===== src/shared/rtc_alarm_pkg.sv =====
// shared constants for the alarm, countdown and interrupt block
package rtc_alarm_pkg;
   localparam int SYS_CLK_HZ = 250_000_000;
   localparam int BASE_TICK_HZ = 8192;
   localparam int BASE_TICK_DIV = (SYS_CLK_HZ + BASE_TICK_HZ / 2) / BASE_TICK_HZ;
   localparam int PRESCALE_W = 13;
   localparam int SLOW_DIV = 60;
   localparam logic [6:0] DEV_ADDR_DEFAULT = 7'h2a; // arbitrary value
   // register word addresses
   localparam logic [3:0] ADDR_FLAGS = 4'h1;
   localparam logic [3:0] ADDR_MINUTE = 4'h9;
   localparam logic [3:0] ADDR_HOUR = 4'ha;
   localparam logic [3:0] ADDR_DAY = 4'hb;
   localparam logic [3:0] ADDR_WEEKDAY = 4'hc;
   localparam logic [3:0] ADDR_CONFIG = 4'he;
   localparam logic [3:0] ADDR_VALUE = 4'hf;
   // field positions
   localparam int MATCH_DIS_BIT = 7;
   localparam int RUN_BIT = 7;
   localparam int ALARM_FLAG_BIT = 3;
   localparam int TIMER_FLAG_BIT = 2;
   localparam int PULSE_MODE_BIT = 4;
   localparam int ALARM_IE_BIT = 1;
   localparam int TIMER_IE_BIT = 0;
   localparam int MINUTE_W = 7;
   localparam int HOUR_W = 6;
   localparam int DAY_W = 6;
   localparam int WEEKDAY_W = 3;
   // reset values
   localparam logic [7:0] MATCH_RESET = 8'h80;
   localparam logic [1:0] SEL_RESET = 2'h3;
   localparam logic [7:0] VALUE_RESET = 8'h00;
   // pulse widths in base ticks
   localparam logic [7:0] PW_8192TH = 8'(BASE_TICK_HZ / 8192);
   localparam logic [7:0] PW_4096TH = 8'(BASE_TICK_HZ / 4096);
   localparam logic [7:0] PW_128TH = 8'(BASE_TICK_HZ / 128);
   localparam logic [7:0] PW_64TH = 8'(BASE_TICK_HZ / 64);
   typedef enum logic [1:0] {
      SEL_4096HZ = 2'h0,
      SEL_64HZ = 2'h1,
      SEL_1HZ = 2'h2,
      SEL_60TH_HZ = 2'h3
   } clk_sel_t;
endpackage

===== src/design/bcd_match.sv =====
// one alarm comparison: enable from bit 7, value against current time
module bcd_match #(
   parameter int WIDTH = 7
) (
   input wire logic [7:0] match_reg,
   input wire logic [WIDTH-1:0] current,
   output logic enabled,
   output logic hit
);
   if (WIDTH < 1 || WIDTH > 7)
   begin : g_bad_width
      $error("bcd_match width must be 1 to 7");
   end

   // unused upper bits take no part in the compare
   assign enabled = ~match_reg[rtc_alarm_pkg::MATCH_DIS_BIT];
   assign hit = (match_reg[WIDTH-1:0] == current);
endmodule


===== src/design/rate_divider.sv =====
// divides a stream of enable pulses by a fixed ratio
module rate_divider #(
   parameter int DIV = 60
) (
   input wire logic sys_clk,
   input wire logic rst_n,
   input wire logic step,
   output logic pulse
);
   localparam int CW = $clog2(DIV);
   localparam logic [CW-1:0] LAST = CW'(DIV - 1);
   logic [CW-1:0] cnt;
   logic [CW-1:0] next_cnt;

   if (DIV < 2)
   begin : g_bad_div
      $error("rate_divider needs DIV of at least 2");
   end

   assign pulse = step && (cnt == LAST);

   always_comb
   begin
      next_cnt = cnt;
      if (pulse)
         next_cnt = '0;
      else if (step)
         next_cnt = cnt + CW'(1);
   end

   always_ff @(posedge sys_clk)
   begin
      if (!rst_n)
         cnt <= '0;
      else
         cnt <= next_cnt;
   end
endmodule


===== src/design/rtc_alarm_timer_interrupt.sv =====
// alarm compare, countdown timer, interrupt pin and two-wire register port
// Overview of operation
// - compare each enabled alarm with current time
// - bit 7 disables compare, reset value one
// - minute alarm: tens bits 6-4, units 3-0
// - hour alarm: tens bits 5-4, units 3-0
// - day alarm: tens bits 5-4, units 3-0
// - weekday alarm: value 0-6 in bits 2-0
// - all enabled matches set sticky alarm flag
// - re-set only on new match, not persistence
// - disabled alarms ignored; none enabled, no match
// - flag write keeps old AND written bit
// - alarm flag bit 3, timer flag bit 2
// - 8-bit down-counter sets timer flag each end
// - run bit 7 enables countdown, default off
// - bits 1-0 select 4096, 64, 1, 1/60 Hz
// - reading counter returns live count
// - mode bit: pulse per period or level
// - separate enables gate flags, ORed onto pin
// - pulse width depends on clock and count
// - loaded zero keeps timer stopped, no events
// - period equals count over source frequency
module rtc_alarm_timer_interrupt #(
   parameter int TICK_DIV = rtc_alarm_pkg::BASE_TICK_DIV,
   parameter logic [6:0] DEV_ADDR = rtc_alarm_pkg::DEV_ADDR_DEFAULT
) (
   input wire logic sys_clk,
   input wire logic rst_n,
   input wire logic scl,
   input wire logic sda_in,
   output logic sda_out,
   output logic sda_oe,
   input wire logic [6:0] cur_minute,
   input wire logic [5:0] cur_hour,
   input wire logic [5:0] cur_day,
   input wire logic [2:0] cur_weekday,
   output logic irq_n_out,
   output logic irq_n_oe
);
   typedef enum logic [3:0] {
      ST_IDLE, ST_ADDR, ST_ACK_ADDR, ST_WORD, ST_ACK_WORD,
      ST_WRITE, ST_ACK_WRITE, ST_READ, ST_READ_ACK
   } bus_state_t;

   // serial port state
   bus_state_t state, next_state;
   logic [3:0] bit_cnt, next_bit_cnt;
   logic [7:0] shreg, next_shreg;
   logic [3:0] ptr, next_ptr;
   logic next_sda_oe;
   logic scl_q, sda_q;
   logic scl_rise, scl_fall, start_c, stop_c;
   logic wr_en;
   logic [3:0] wr_addr;
   logic [7:0] wr_data, rd_data;

   // registers and timer state
   logic [7:0] minute_match_value, hour_match_value, day_match_value, weekday_match_value;
   logic [7:0] next_minute_match_value, next_hour_match_value;
   logic [7:0] next_day_match_value, next_weekday_match_value;
   logic countdown_run, next_countdown_run;
   logic [1:0] countdown_clock_select, next_countdown_clock_select;
   logic [7:0] reload, next_reload, count, next_count;
   logic alarm_flag, next_alarm_flag, timer_flag, next_timer_flag;
   logic irq_pulse_mode, next_irq_pulse_mode;
   logic alarm_irq_enable, next_alarm_irq_enable;
   logic timer_irq_enable, next_timer_irq_enable;
   logic match_prev;
   logic [7:0] pulse_left, next_pulse_left, pulse_width;
   logic [rtc_alarm_pkg::PRESCALE_W-1:0] pre, next_pre;
   logic next_irq_n_oe;

   logic base_tick, tick_60th, src_tick, tf_set, af_set, alarm_match, value_wr;
   logic [3:0] match_en, match_hit;

   if (TICK_DIV < 2)
   begin : g_bad_tick
      $error("TICK_DIV must be at least 2");
   end

   // clock enables: base 8192 Hz, then binary prescaler
   rate_divider #(.DIV(TICK_DIV)) base_div (
      .sys_clk(sys_clk),
      .rst_n(rst_n),
      .step(1'b1),
      .pulse(base_tick)
   );

   rate_divider #(.DIV(rtc_alarm_pkg::SLOW_DIV)) slow_div (
      .sys_clk(sys_clk),
      .rst_n(rst_n),
      .step(base_tick && (&pre)),
      .pulse(tick_60th)
   );

   always_comb
   begin
      unique case (rtc_alarm_pkg::clk_sel_t'(countdown_clock_select))
         rtc_alarm_pkg::SEL_4096HZ: src_tick = base_tick && pre[0];
         rtc_alarm_pkg::SEL_64HZ: src_tick = base_tick && (&pre[6:0]);
         rtc_alarm_pkg::SEL_1HZ: src_tick = base_tick && (&pre);
         rtc_alarm_pkg::SEL_60TH_HZ: src_tick = tick_60th;
      endcase
   end

   // alarm comparisons
   bcd_match #(.WIDTH(rtc_alarm_pkg::MINUTE_W)) minute_cmp (
      .match_reg(minute_match_value),
      .current(cur_minute),
      .enabled(match_en[0]),
      .hit(match_hit[0])
   );
   bcd_match #(.WIDTH(rtc_alarm_pkg::HOUR_W)) hour_cmp (
      .match_reg(hour_match_value),
      .current(cur_hour),
      .enabled(match_en[1]),
      .hit(match_hit[1])
   );
   bcd_match #(.WIDTH(rtc_alarm_pkg::DAY_W)) day_cmp (
      .match_reg(day_match_value),
      .current(cur_day),
      .enabled(match_en[2]),
      .hit(match_hit[2])
   );
   bcd_match #(.WIDTH(rtc_alarm_pkg::WEEKDAY_W)) weekday_cmp (
      .match_reg(weekday_match_value),
      .current(cur_weekday),
      .enabled(match_en[3]),
      .hit(match_hit[3])
   );

   assign alarm_match = (|match_en) && (&(~match_en | match_hit));
   // edge of the match, so a standing match cannot re-arm the flag
   assign af_set = alarm_match && !match_prev;

   // start and stop seen only while the clock line is high
   assign scl_rise = scl && !scl_q;
   assign scl_fall = !scl && scl_q;
   assign start_c = scl && scl_q && sda_q && !sda_in;
   assign stop_c = scl && scl_q && !sda_q && sda_in;

   always_comb
   begin
      rd_data = 8'h00;
      unique case (ptr)
         rtc_alarm_pkg::ADDR_FLAGS: rd_data = {3'h0, irq_pulse_mode, alarm_flag, timer_flag,
            alarm_irq_enable, timer_irq_enable};
         rtc_alarm_pkg::ADDR_MINUTE: rd_data = minute_match_value;
         rtc_alarm_pkg::ADDR_HOUR: rd_data = {hour_match_value[7], 1'b0, hour_match_value[5:0]};
         rtc_alarm_pkg::ADDR_DAY: rd_data = {day_match_value[7], 1'b0, day_match_value[5:0]};
         rtc_alarm_pkg::ADDR_WEEKDAY: rd_data = {weekday_match_value[7], 4'h0,
            weekday_match_value[2:0]};
         rtc_alarm_pkg::ADDR_CONFIG: rd_data = {countdown_run, 5'h00, countdown_clock_select};
         rtc_alarm_pkg::ADDR_VALUE: rd_data = count;
         default: rd_data = 8'h00;
      endcase
   end

   // serial slave: data sampled on clock rise, driven after clock fall
   always_comb
   begin
      next_state = state;
      next_bit_cnt = bit_cnt;
      next_shreg = shreg;
      next_ptr = ptr;
      next_sda_oe = sda_oe;
      wr_en = 1'b0;
      wr_addr = ptr;
      wr_data = shreg;
      if (start_c)
      begin
         next_state = ST_ADDR;
         next_bit_cnt = 4'h0;
         next_sda_oe = 1'b0;
      end
      else if (stop_c)
      begin
         next_state = ST_IDLE;
         next_sda_oe = 1'b0;
      end
      else
      begin
         unique case (state)
            ST_IDLE: next_state = ST_IDLE;
            ST_ADDR, ST_WORD, ST_WRITE:
            begin
               if (scl_rise)
               begin
                  next_shreg = {shreg[6:0], sda_in};
                  next_bit_cnt = bit_cnt + 4'h1;
               end
               else if (scl_fall && bit_cnt == 4'h8)
               begin
                  next_bit_cnt = 4'h0;
                  next_sda_oe = 1'b1;
                  if (state == ST_ADDR)
                  begin
                     next_sda_oe = (shreg[7:1] == DEV_ADDR);
                     next_state = next_sda_oe ? ST_ACK_ADDR : ST_IDLE;
                  end
                  else if (state == ST_WORD)
                  begin
                     next_ptr = shreg[3:0];
                     next_state = ST_ACK_WORD;
                  end
                  else
                  begin
                     wr_en = 1'b1;
                     next_ptr = ptr + 4'h1;
                     next_state = ST_ACK_WRITE;
                  end
               end
            end
            ST_ACK_ADDR:
            begin
               if (scl_fall && shreg[0])
               begin
                  next_shreg = rd_data;
                  next_sda_oe = !rd_data[7];
                  next_state = ST_READ;
               end
               else if (scl_fall)
               begin
                  next_sda_oe = 1'b0;
                  next_state = ST_WORD;
               end
            end
            ST_ACK_WORD, ST_ACK_WRITE:
            begin
               if (scl_fall)
               begin
                  next_sda_oe = 1'b0;
                  next_state = ST_WRITE;
               end
            end
            ST_READ:
            begin
               if (scl_fall && bit_cnt == 4'h7)
               begin
                  next_sda_oe = 1'b0;
                  next_bit_cnt = 4'h0;
                  next_ptr = ptr + 4'h1;
                  next_state = ST_READ_ACK;
               end
               else if (scl_fall)
               begin
                  next_shreg = {shreg[6:0], 1'b0};
                  next_sda_oe = !shreg[6];
                  next_bit_cnt = bit_cnt + 4'h1;
               end
            end
            ST_READ_ACK:
            begin
               if (scl_rise && sda_in)
                  next_state = ST_IDLE;
               else if (scl_rise)
                  next_bit_cnt = 4'h8;
               else if (scl_fall && bit_cnt == 4'h8)
               begin
                  next_shreg = rd_data;
                  next_sda_oe = !rd_data[7];
                  next_bit_cnt = 4'h0;
                  next_state = ST_READ;
               end
            end
         endcase
      end
   end

   always_ff @(posedge sys_clk)
   begin
      if (!rst_n)
      begin
         state <= ST_IDLE;
         bit_cnt <= 4'h0;
         shreg <= 8'h00;
         ptr <= 4'h0;
         sda_oe <= 1'b0;
         sda_out <= 1'b0;
         scl_q <= 1'b1;
         sda_q <= 1'b1;
      end
      else
      begin
         state <= next_state;
         bit_cnt <= next_bit_cnt;
         shreg <= next_shreg;
         ptr <= next_ptr;
         sda_oe <= next_sda_oe;
         sda_out <= 1'b0;
         scl_q <= scl;
         sda_q <= sda_in;
      end
   end

   assign value_wr = wr_en && (wr_addr == rtc_alarm_pkg::ADDR_VALUE);

   // interrupt pulse length in base ticks
   always_comb
   begin
      if (countdown_clock_select == rtc_alarm_pkg::SEL_4096HZ)
         pulse_width = (reload == 8'h01) ? rtc_alarm_pkg::PW_8192TH
            : rtc_alarm_pkg::PW_4096TH;
      else if (countdown_clock_select == rtc_alarm_pkg::SEL_64HZ && reload == 8'h01)
         pulse_width = rtc_alarm_pkg::PW_128TH;
      else
         pulse_width = rtc_alarm_pkg::PW_64TH;
   end

   // registers, countdown, flags and pin
   always_comb
   begin
      next_minute_match_value = minute_match_value;
      next_hour_match_value = hour_match_value;
      next_day_match_value = day_match_value;
      next_weekday_match_value = weekday_match_value;
      next_countdown_run = countdown_run;
      next_countdown_clock_select = countdown_clock_select;
      next_irq_pulse_mode = irq_pulse_mode;
      next_alarm_irq_enable = alarm_irq_enable;
      next_timer_irq_enable = timer_irq_enable;
      next_reload = reload;
      next_count = count;
      next_pre = base_tick ? pre + {{(rtc_alarm_pkg::PRESCALE_W - 1){1'b0}}, 1'b1} : pre;
      tf_set = 1'b0;
      if (wr_en)
      begin
         unique case (wr_addr)
            rtc_alarm_pkg::ADDR_MINUTE: next_minute_match_value = wr_data;
            rtc_alarm_pkg::ADDR_HOUR: next_hour_match_value = wr_data;
            rtc_alarm_pkg::ADDR_DAY: next_day_match_value = wr_data;
            rtc_alarm_pkg::ADDR_WEEKDAY: next_weekday_match_value = wr_data;
            rtc_alarm_pkg::ADDR_CONFIG:
            begin
               next_countdown_run = wr_data[rtc_alarm_pkg::RUN_BIT];
               next_countdown_clock_select = wr_data[1:0];
            end
            rtc_alarm_pkg::ADDR_FLAGS:
            begin
               next_irq_pulse_mode = wr_data[rtc_alarm_pkg::PULSE_MODE_BIT];
               next_alarm_irq_enable = wr_data[rtc_alarm_pkg::ALARM_IE_BIT];
               next_timer_irq_enable = wr_data[rtc_alarm_pkg::TIMER_IE_BIT];
            end
            default: next_reload = reload;
         endcase
      end
      if (value_wr)
      begin
         next_reload = wr_data;
         next_count = wr_data;
      end
      else if (countdown_run && reload != 8'h00 && src_tick)
      begin
         // n source ticks from load to flag, then reload
         if (count <= 8'h01)
         begin
            next_count = reload;
            tf_set = 1'b1;
         end
         else
            next_count = count - 8'h01;
      end
      // a set in the same cycle as a clearing write wins
      next_alarm_flag = af_set || alarm_flag;
      next_timer_flag = tf_set || timer_flag;
      if (wr_en && wr_addr == rtc_alarm_pkg::ADDR_FLAGS)
      begin
         next_alarm_flag = af_set || (alarm_flag && wr_data[rtc_alarm_pkg::ALARM_FLAG_BIT]);
         next_timer_flag = tf_set || (timer_flag && wr_data[rtc_alarm_pkg::TIMER_FLAG_BIT]);
      end
      next_pulse_left = pulse_left;
      if (tf_set)
         next_pulse_left = pulse_width;
      else if (base_tick && pulse_left != 8'h00)
         next_pulse_left = pulse_left - 8'h01;
      next_irq_n_oe = (alarm_flag && alarm_irq_enable) || (timer_irq_enable &&
         (irq_pulse_mode ? (pulse_left != 8'h00) : timer_flag));
   end

   always_ff @(posedge sys_clk)
   begin
      if (!rst_n)
      begin
         minute_match_value <= rtc_alarm_pkg::MATCH_RESET;
         hour_match_value <= rtc_alarm_pkg::MATCH_RESET;
         day_match_value <= rtc_alarm_pkg::MATCH_RESET;
         weekday_match_value <= rtc_alarm_pkg::MATCH_RESET;
         countdown_run <= 1'b0;
         countdown_clock_select <= rtc_alarm_pkg::SEL_RESET;
         irq_pulse_mode <= 1'b0;
         alarm_irq_enable <= 1'b0;
         timer_irq_enable <= 1'b0;
         reload <= rtc_alarm_pkg::VALUE_RESET;
         count <= rtc_alarm_pkg::VALUE_RESET;
         pre <= '0;
         alarm_flag <= 1'b0;
         timer_flag <= 1'b0;
         match_prev <= 1'b0;
         pulse_left <= 8'h00;
         irq_n_oe <= 1'b0;
         irq_n_out <= 1'b0;
      end
      else
      begin
         minute_match_value <= next_minute_match_value;
         hour_match_value <= next_hour_match_value;
         day_match_value <= next_day_match_value;
         weekday_match_value <= next_weekday_match_value;
         countdown_run <= next_countdown_run;
         countdown_clock_select <= next_countdown_clock_select;
         irq_pulse_mode <= next_irq_pulse_mode;
         alarm_irq_enable <= next_alarm_irq_enable;
         timer_irq_enable <= next_timer_irq_enable;
         reload <= next_reload;
         count <= next_count;
         pre <= next_pre;
         alarm_flag <= next_alarm_flag;
         timer_flag <= next_timer_flag;
         match_prev <= alarm_match;
         pulse_left <= next_pulse_left;
         irq_n_oe <= next_irq_n_oe;
         irq_n_out <= 1'b0;
      end
   end

   AST_ALARM_SET: assert property (@(posedge sys_clk) disable iff (!rst_n)
      (alarm_match && !match_prev) |=> alarm_flag)
      else $error("alarm flag not set on new match");
   AST_NO_REARM: assert property (@(posedge sys_clk) disable iff (!rst_n)
      (!alarm_flag && alarm_match && match_prev) |=> !alarm_flag)
      else $error("alarm flag re-set by a standing match");
   AST_NONE_ENABLED: assert property (@(posedge sys_clk) disable iff (!rst_n)
      (&{minute_match_value[7], hour_match_value[7], day_match_value[7],
      weekday_match_value[7]}) |-> !alarm_match)
      else $error("match with every compare disabled");
   AST_AND_CLEAR: assert property (@(posedge sys_clk) disable iff (!rst_n)
      (wr_en && wr_addr == rtc_alarm_pkg::ADDR_FLAGS && !wr_data[3] && !af_set)
      |=> !alarm_flag)
      else $error("alarm flag survived a zero write");
   AST_AND_KEEP: assert property (@(posedge sys_clk) disable iff (!rst_n)
      (wr_en && wr_addr == rtc_alarm_pkg::ADDR_FLAGS && wr_data[2] && timer_flag)
      |=> timer_flag)
      else $error("timer flag lost on a one write");
   AST_ZERO_STOPS: assert property (@(posedge sys_clk) disable iff (!rst_n)
      (reload == 8'h00 && !value_wr) |=> (!timer_flag || $past(timer_flag)) && $stable(count))
      else $error("timer ran with zero loaded");
   AST_RELOAD: assert property (@(posedge sys_clk) disable iff (!rst_n)
      tf_set |=> (count == $past(reload)) && timer_flag)
      else $error("countdown end did not reload and flag");
   AST_STEP: assert property (@(posedge sys_clk) disable iff (!rst_n)
      (countdown_run && src_tick && count > 8'h01 && reload != 8'h00 && !value_wr)
      |=> count == $past(count) - 8'h01)
      else $error("countdown did not step by one");
   AST_HALTED: assert property (@(posedge sys_clk) disable iff (!rst_n)
      (!countdown_run && !value_wr) |=> $stable(count))
      else $error("count moved while disabled");
   AST_PULSE_LEN: assert property (@(posedge sys_clk) disable iff (!rst_n)
      tf_set |=> pulse_left == $past(pulse_width))
      else $error("pulse length not loaded");
   AST_LEVEL_PIN: assert property (@(posedge sys_clk) disable iff (!rst_n)
      (!irq_pulse_mode && timer_irq_enable && timer_flag) |=> irq_n_oe)
      else $error("level interrupt not driven");
   AST_GATED_OFF: assert property (@(posedge sys_clk) disable iff (!rst_n)
      (!alarm_irq_enable && !timer_irq_enable) |=> !irq_n_oe)
      else $error("interrupt driven with both enables off");
   AST_LIVE_READ: assert property (@(posedge sys_clk) disable iff (!rst_n)
      (ptr == rtc_alarm_pkg::ADDR_VALUE) |-> rd_data == count)
      else $error("counter read does not return live count");
endmodule


===== config.mk =====
export PLATFORM = sky130hd
export DESIGN_NAME = rtc_alarm_timer_interrupt
export DESIGN_NICKNAME = d
export VERILOG_FILES = /design/src/shared/rtc_alarm_pkg.sv /design/src/design/bcd_match.sv /design/src/design/rate_divider.sv /design/src/design/rtc_alarm_timer_interrupt.sv
export SDC_FILE = /design/constraint.sdc
export NUM_CORES = 1
export LEC_CHECK = 0
export BUFFER_PORTS_ARGS = -buffer_cell sky130_fd_sc_hd__buf_2
export CORE_MARGIN = 5
export CORE_UTILIZATION = 45
export CTS_BUF_LIST = sky130_fd_sc_hd__clkbuf_8
export DETAILED_ROUTE_END_ITERATION = 10
export SLEW_MARGIN = 20
export SYNTH_ARGS = -nofsm -noshare
export SYNTH_HDL_FRONTEND = slang
export SYNTH_HIERARCHICAL = 1
export SYNTH_SLANG_ARGS = --single-unit

===== constraint.sdc =====
create_clock -name sys_clk -period 4.22 [get_ports sys_clk]
set_input_delay 0.844 -clock sys_clk [delete_from_list [all_inputs] [get_ports sys_clk]]
set_output_delay 0.844 -clock sys_clk [all_outputs]
set_load 0.01 [all_outputs]

; ---- Yosys cells after proc, flatten, opt, wreduce, memory -nomap -nowiden
; Index checks and enable logic that the tools add are counted.
[classes]
addsub = 7
n_lt_le_gt_ge = 1
n_eq_ne = 51
n_mux = 70
bitwise_logic = 9
n_reduce_logical = 71
[op_table]
columns = op, n
row1 = two-way mux 8 bit, 14
row2 = two-way mux 4 bit, 20
row3 = case mux 8 bit (7 select lines), 1
row4 = AND reduction 7 bit, 5
row5 = "equality test 4 bit, second input constant", 8
row6 = case mux 8 bit (4 select lines), 1
row7 = logical AND 1 bit, 27
row8 = two-way mux 1 bit, 25
row9 = "inequality test 2 bit, second input constant", 12
row10 = case mux 4 bit (6 select lines), 1
row11 = "equality test 4 x 3 -> 1 bit, second input constant", 5
row12 = "inequality test 4 bit, second input constant", 4
row13 = nonzero test 8 bit, 2
row14 = "subtractor 8 x 1 -> 8 bit, second input constant", 2
row15 = "adder 15 x 1 -> 15 bit, second input constant", 1
row16 = "equality test 15 bit, second input constant", 1
row17 = "inequality test 5 bit, second input constant", 3
row18 = "adder 13 x 1 -> 13 bit, second input constant", 1
row19 = AND reduction 13 bit, 1
row20 = equality test 6 bit, 2
row21 = "inequality test 3 bit, second input constant", 4
row22 = case mux 4 bit (3 select lines), 1
row23 = AND reduction 2 bit, 6
row24 = AND reduction 10 bit, 1
row25 = other kinds (32), 61
[totals]
regBits = 123
inputBits = 26
out_inout_bits = 4
wordCells = 236

; ---- Longest topological paths before layout
; Gate-level depths: netlist of run 1.
[logic_depth]
word_depth = 12
ltp_mapped = 17
ltp_nobuf = 16

; ---- Cells and area by module
; Netlist of run 1, hierarchy kept.
[by_module_without_submodules]
columns = mod, n_inst, cells_each, area_each_um2, seq_area_each_um2
row1 = rtc_alarm_timer_interrupt, 1, 663, 5536.6, 2042.0
row2 = rate_divider at base_div, 1, 82, 743.2, 300.3
row3 = rate_divider at slow_div, 1, 29, 272.8, 120.1
row4 = bcd_match at day_cmp ..., 2, 9, 72.6, 0.0
row5 = bcd_match at minute_cmp, 1, 10, 83.8, 0.0
row6 = bcd_match at weekday_cmp, 1, 5, 40.0, 0.0

; ---- Worst setup path before layout of run 1
; OpenSTA, ideal clock, no wires.
[synth_path]
path_kind = flip-flop to flip-flop
startpoint = reg base_div.cnt[0]
endpoint = reg pulse_left[6]
setup_ns = 0.128
arrival_time_ns = 2.974
t_required_ns = 4.092
slack_ns = 1.118
path_stages_with_launch = 16
path_buffers = 0
synth_period_minus_slack_ns = 3.102
path_cell_list = dfxtp_1 > ha_1 > nor4bb_1 > and3_1 > nand4_1 > nor2_1 > nand2_1 > nor2_1 > nand3_1 > nor2_1 > nand2_1 > nand2_1 > o22ai_1 > nor4_4 > mux2i_1 > nor2_1
[synth_between]
elab_chain_len = 8
elab_cells_between_ends = 12
classes_between = eq/ne (1) / mux (4) / reduce/logical (7)
[synth_rtl]
columns = element, line
row1 = start: declaration, rate_divider.sv:12  ; logic [CW-1:0] cnt;
row2 = start signal: assignment, rate_divider.sv:36  ; cnt <= next_cnt;
row3 = equality test 15 bit *, rate_divider.sv:20  ; assign pulse = step && (cnt == LAST);
row4 = via base_tick, rtc_alarm_timer_interrupt.sv:73  ; logic base_tick, tick_60th, src_tick, tf_set, af_set, alarm_match, value_wr;
row5 = logical AND 1 bit *, rtc_alarm_timer_interrupt.sv:92  ; .step(base_tick && (&pre)),
row6 = logical AND 1 bit *, rate_divider.sv:20
row7 = via tick_60th, rtc_alarm_timer_interrupt.sv:73
row8 = case mux 1 bit (4 select lines) *, rtc_alarm_timer_interrupt.sv:98  ; unique case (rtc_alarm_pkg::clk_sel_t'(countdown_clock_select))
row9 = logical AND 1 bit *, rtc_alarm_timer_interrupt.sv:352  ; else if (countdown_run && reload != 8'h00 && src_tick)
row10 = two-way mux 1 bit *, rtc_alarm_timer_interrupt.sv:352
row11 = two-way mux 1 bit *, rtc_alarm_timer_interrupt.sv:347  ; if (value_wr)
row12 = two-way mux 8 bit or nonzero test 2 bit (tied branches), -
row13 = end signal: assignment, rtc_alarm_timer_interrupt.sv:420  ; pulse_left <= next_pulse_left;
row14 = end: declaration, rtc_alarm_timer_interrupt.sv:69  ; logic [7:0] pulse_left, next_pulse_left, pulse_width;
; Mark *: on every way through the listed nets, which the timed path passes. The rest lies on a longest branch.
; A chain may end at the register's enable or synchronous reset.

; ---- Final worst setup path of run 1
[layout_path]
startpoint = reg base_div.cnt[0]
endpoint = reg count[7]
[layout_between]
elab_chain_len = 6
elab_cells_between_ends = 8
classes_between = eq/ne (1) / mux (1) / reduce/logical (6)
[layout_rtl]
columns = element, line
row1 = equality test 15 bit, rate_divider.sv:20
row2 = via base_tick, rtc_alarm_timer_interrupt.sv:73
row3 = logical AND 1 bit, rtc_alarm_timer_interrupt.sv:92
row4 = logical AND 1 bit, rate_divider.sv:20
row5 = via tick_60th, rtc_alarm_timer_interrupt.sv:73
row6 = case mux 1 bit (4 select lines), rtc_alarm_timer_interrupt.sv:98
row7 = logical AND 1 bit, rtc_alarm_timer_interrupt.sv:352
row8 = nonzero test 2 bit (no source line), -
row9 = end signal: assignment, rtc_alarm_timer_interrupt.sv:394  ; count <= rtc_alarm_pkg::VALUE_RESET;
row10 = end signal: assignment, rtc_alarm_timer_interrupt.sv:415  ; count <= next_count;
row11 = end: declaration, rtc_alarm_timer_interrupt.sv:63  ; logic [7:0] reload, next_reload, count, next_count;
; The timed path passes the listed nets, and every way through them passes these cells.

==> flow_summary.toml, run 1 <==
[setup_path]
cp-end-kind = "flip-flop"
worstReg2RegStart = "base_div/cnt[0]"
reg2regPathDepth = 15
crit_family = "simple AND/OR/NAND/NOR gates"
r2r_setup_slack_ns = 0.39
r2r-end = "count[7]"
path_cells = "ha_1, nor4bb_1, and3_1, nand4_1, nor2_1, nand2_1, nor2_1, nand3_1, nor2_1, nand2_1, nand2_1, o22ai_1, nor2_2, a311oi_1, nor4_1"
path_buf_inv = 0
cp-start-kind = "flip-flop"
critPathSlowestCell = "nor2_2"
cp.arrival_ns = 4.19
worst-setup-path-type = "flip-flop to flip-flop"
cp.required_ns = 4.58
cp_max_fo = 11
cpPeakStageDelay_ns = 0.48

[clock_network]
cts_num_sinks = 117
cts_resized = 0
hold_buffers = 0
cts-buffers-inserted = 17
cts.htree.levels = 4
cts_tree = "built"
cts-root-buf = "clkbuf_8"
worstSkewPairLatency_ns = 0.46
clkTransAtPathRegs_ns = 0.07
cts_setup_buffers = 0
cts_buffer_depth = 2

[logic_synthesis]
syn_area_um2 = 6620
syn_inst = 789
syn_area_per_cell_um2 = 8.39
yosys_warnings = 6

[worst_hold_path]
timing.hold.worst_path_depth = 1
hp-class = "flip-flop to flip-flop"
hold_end = "alarm_flag"
hold_start = "match_prev"

[timing]
fin_crit_sh = 0.909
finalClockSkew_ns = 0.0102
timing.setup.tns_ns = 0
layout_min_cycle_time_ns = 3.83
max-slew-margin-rel = 0.291
rsz0062_at_grt = "no"
drv_slew = 0
worst_pin_slew_ns = 1.06
hold_violations = 0
fmax_mhz = 261
setup_violations = 0

[global_routing]
grt_overflow = 0
antenna_found_initial = 0
track_usage = 0.194
grt_pass1_vias = 5483
grt_pass1_wl_um = 27700
grt_max_degree = 36

[die]
design.core.area_um2 = 14500
io_pins = 30
die_area_um2 = 17200
die-width_um = 131
die_h_um = 131
rows = 44
start_util = 0.457

[route]
totalWireLength_um = 16900
dr.pass1.iters = 5
viasPerCell = 5.71
drt-initial-drc-count = 470
drc = 0
wl_per_cell_um = 17.1
vias = 5655
ant_nets = 0

[final_layout]
multi_input_area_um2 = 3960
n_antenna_cell = 0
syn_to_final_growth_pct = 8.98
utilization = 0.498
drive_above_1_share = 0.133
finalNetCount = 834
instances_no_fill = 991
regArea_um2 = 2340
n_fill_cell = 1384

[placement]
port_buffers = 27
dp.cells = 959
hpwl_um = 11700
gp_congestion = 0.840

[power_and_ir_drop]
ir_worst_vdd_v = 0.000269
total_power_mw = 2.40
p_leak_nw = 2.49
power_density_nw_per_um2 = 332

[status]
status = "completed"

[flow_run]
drv_cap = 0
routing by layer:
metal	GRT usage	vias to the layer above	routed length, um
met5	0	-	0
met4	0.0726	0	306
met3	0.0405	27	699
met2	0.313	117	8100
met1	0.257	2683	7810
li1	-	2828	-
metrics by stage:
stage | hold WS, ns | setup slack [ns] | instance area (um2)
floorplan | 0.398 | 1.12 | 6620
global placement | 0.431 | 0.660 | 6810
detailed placement | 0.442 | 0.477 | 6810
CTS | 0.454 | 0.449 | 7210
global route | 0.476 | 0.0106 | 7210
finish | 0.453 | 0.386 | 7210
area by class of cell:
class                           count  share of cell area
Multi-Input combinational cell    599               0.548
Clock buffer                       18              0.0343
Clock inverter                     14              0.0222
Tap cell                          184              0.0319
Sequential cell                   117               0.325
Inverter                           26              0.0135
Timing Repair Buffer               33              0.0250
state kept, by name, indices dropped and copies added, names as in the netlist, 2 cells and up:
register                flops
hour_match_value            7
bit_cnt                     4
pre                        13
slow_div/cnt                6
reload                      8
count                       8
state                       4
weekday_match_value         4
ptr                         4
pulse_left                  8
countdown_clock_select      2
base_div/cnt               15
minute_match_value          8
day_match_value             7
shreg                       8
how the worst max path moves through the flow:
stage,cells past startpoint,to,from
floorplan,15,pulse_left[6],base_div/cnt[0]
global placement,15,pulse_left[6],base_div/cnt[0]
detailed placement,15,count[7],base_div/cnt[0]
CTS,15,count[5],base_div/cnt[0]
global route,15,count[7],base_div/cnt[0]
finish,15,count[7],base_div/cnt[0]
cells in the final DEF (no fill, tap or decap), types with 5 or more instances in the layout:
cell and instances:
nor2_1 106, buf_2 27, and3_1 6, mux2_2 6
and2_1 6, o211ai_1 9, a21oi_1 46, ha_1 14
buf_4 6, nor4_2 5, nor2b_1 9, nor4_1 6
clkinv_2 5, o21ai_0 32, nor3b_1 5, inv_1 26
xnor2_1 33, nand4_1 17, nand3b_1 6, o22ai_1 5
a31oi_1 6, dfxtp_1 117, a222oi_1 6, a22oi_1 5
a211oi_1 8, xor2_1 25, nand3_1 23, clkbuf_8 18
nand2_1 63, nor3_1 16, mux2i_1 40
power breakdown:
group | switching (mW) | internal [mW]
registers | 0.0497 | 1.12
clock network | 0.474 | 0.594
logic | 0.0955 | 0.0657
Power figures use the tool's default switching activity.
==> inputs of run 2 (changes only) <==
==> constraint.sdc (replaced) <==
create_clock -name sys_clk -period 3.49 [get_ports sys_clk]
set_input_delay 0.698 -clock sys_clk [delete_from_list [all_inputs] [get_ports sys_clk]]
set_output_delay 0.698 -clock sys_clk [all_outputs]
set_load 0.01 [all_outputs]
==> flow_summary.toml, run 2 (same netlist as run 1, synthesis figures left out) <==
[setup_path]
worst-setup-path-type = "flip-flop to flip-flop"
cp_max_fo = 9
cp-start-kind = "flip-flop"
cp.required_ns = 3.79
cp.arrival_ns = 3.47
cp-end-kind = "flip-flop"
reg2regPathDepth = 17

[die]
die-width_um = 131
rows = 44
io_pins = 30
start_util = 0.457
design.core.area_um2 = 14500
die_area_um2 = 17200
die_h_um = 131

[placement]
port_buffers = 27
hpwl_um = 11800
place_ws_ns = 0.114
gp_congestion = 0.878

[route]
wl_per_cell_um = 17.1
ant_nets = 0
viasPerCell = 5.84
dr.pass1.iters = 5
vias = 5818
drc = 0
drt-initial-drc-count = 502
totalWireLength_um = 17100

[worst_hold_path]
hp-class = "flip-flop to flip-flop"
timing.hold.worst_path_depth = 1

[timing]
layout_min_cycle_time_ns = 3.17
fin_ws_ns = 0.323
hold_violations = 0
fin_hold_ws_ns = 0.455
finalClockSkew_ns = 0.00923
max-slew-margin-rel = 0.361
worst_pin_slew_ns = 0.958
fmax_mhz = 316
drv_slew = 0
setup_violations = 0
fin_crit_sh = 0.907

[clock_network]
cts_buffer_depth = 2
cts-buffers-inserted = 17
cts_tree = "built"
cts-root-buf = "clkbuf_8"
worstSkewPairLatency_ns = 0.45
hold_buffers = 0
cts.htree.levels = 4
cts_num_sinks = 117
clkTransAtPathRegs_ns = 0.08

[final_layout]
n_fill_cell = 1408
drive_above_1_share = 0.145
largest_register_ffs = 15
regArea_um2 = 2340
layout_common_cells = "117 x dfxtp_1, 105 x nor2_1, 63 x nand2_1"
utilization = 0.506
syn_to_final_growth_pct = 10.7
final_common_cell = "dfxtp_1"
multi_input_area_um2 = 3980
top_regs = "base_div/cnt x15, pre x13"
regMostFlops = "base_div/cnt"
n_antenna_cell = 0
finalNetCount = 840

[global_routing]
track_usage = 0.198
grt_pass1_vias = 5596
grt_max_degree = 50
antenna_found_initial = 0
grt_overflow = 0
grt_pass1_wl_um = 28400

[power_and_ir_drop]
ir_worst_vdd_v = 0.000304
p_leak_nw = 2.52
power_density_nw_per_um2 = 412

[flow_run]
drv_cap = 0

[status]
status = "completed"
-- run 2: path summary, 6_finish.rpt --
| kind | start | to | slack, ns |
|---|---|---|---|
| worst max register to register | base_div/cnt[1] | pulse_left[6] | 0.32 |
| worst max-delay path | base_div/cnt[1] | pulse_left[6] | 0.32 |
| worst min-delay path | match_prev | alarm_flag | 0.45 |
| worst min register to register | match_prev | alarm_flag | 0.45 |
-- run 2: timing repair --
item                       4_1_cts  5_1_grt
hold endpoints to repair         0        0
resized for setup                0        5
setup endpoints to repair        0       17
setup buffers                    0        1
-- run 2: stage by stage --
step	TNS [ns]	cell area (um2)	power, mW	std cells
3_5_place_dp	0	6840	1.64	964
2_1_floorplan	0	6620	1.57	790
5_1_grt	-0.0103	7320	3.15	997
4_1_cts	0	7290	3.05	996
6_report	0	7320	3.02	997
3_3_place_gp	0	6840	1.63	964
-- run 2: final cells by class --
class / instances / share of cell area
sequential: 117 / 0.320
clock inverter: 14 / 0.0275
inverter: 26 / 0.0133
multi-input combinational: 599 / 0.543
clock buffer: 18 / 0.0338
tap: 184 / 0.0314
timing repair buffer: 39 / 0.0307
-- run 2: where the power goes --
group / internal, mW / switching, mW / total, mW / leakage, nW
Sequential: 1.35 / 0.0551 / 1.41 / 0.944
Combinational: 0.0823 / 0.121 / 0.204 / 1.37
Clock: 0.803 / 0.604 / 1.41 / 0.208
-- run 2: metal layers --
| metal | global-route usage | part of all wire | up-vias |
|---|---|---|---|
| li1 | - | - | 2847 |
| met5 | 0 | 0 | - |
| met2 | 0.311 | 0.46 | 199 |
| met1 | 0.272 | 0.47 | 2753 |
| met4 | 0.0554 | 0.012 | 0 |
| met3 | 0.0482 | 0.058 | 19 |
-- run 2: critical path, stage by stage (launching register included) --
cell and delay (ns):
dfxtp_1 0.36, inv_1 0.07, ha_1 0.13, nor4bb_2 0.32, and3_1 0.24, nand4_1 0.13, nor2_2 0.15, nand2_1 0.10
nor2_1 0.17, nand3_2 0.14, nor2_1 0.13, nand2_1 0.06, nand2_1 0.09, o22ai_2 0.19, nor4_4 0.29, buf_4 0.20
mux2i_1 0.20, nor2_1 0.05
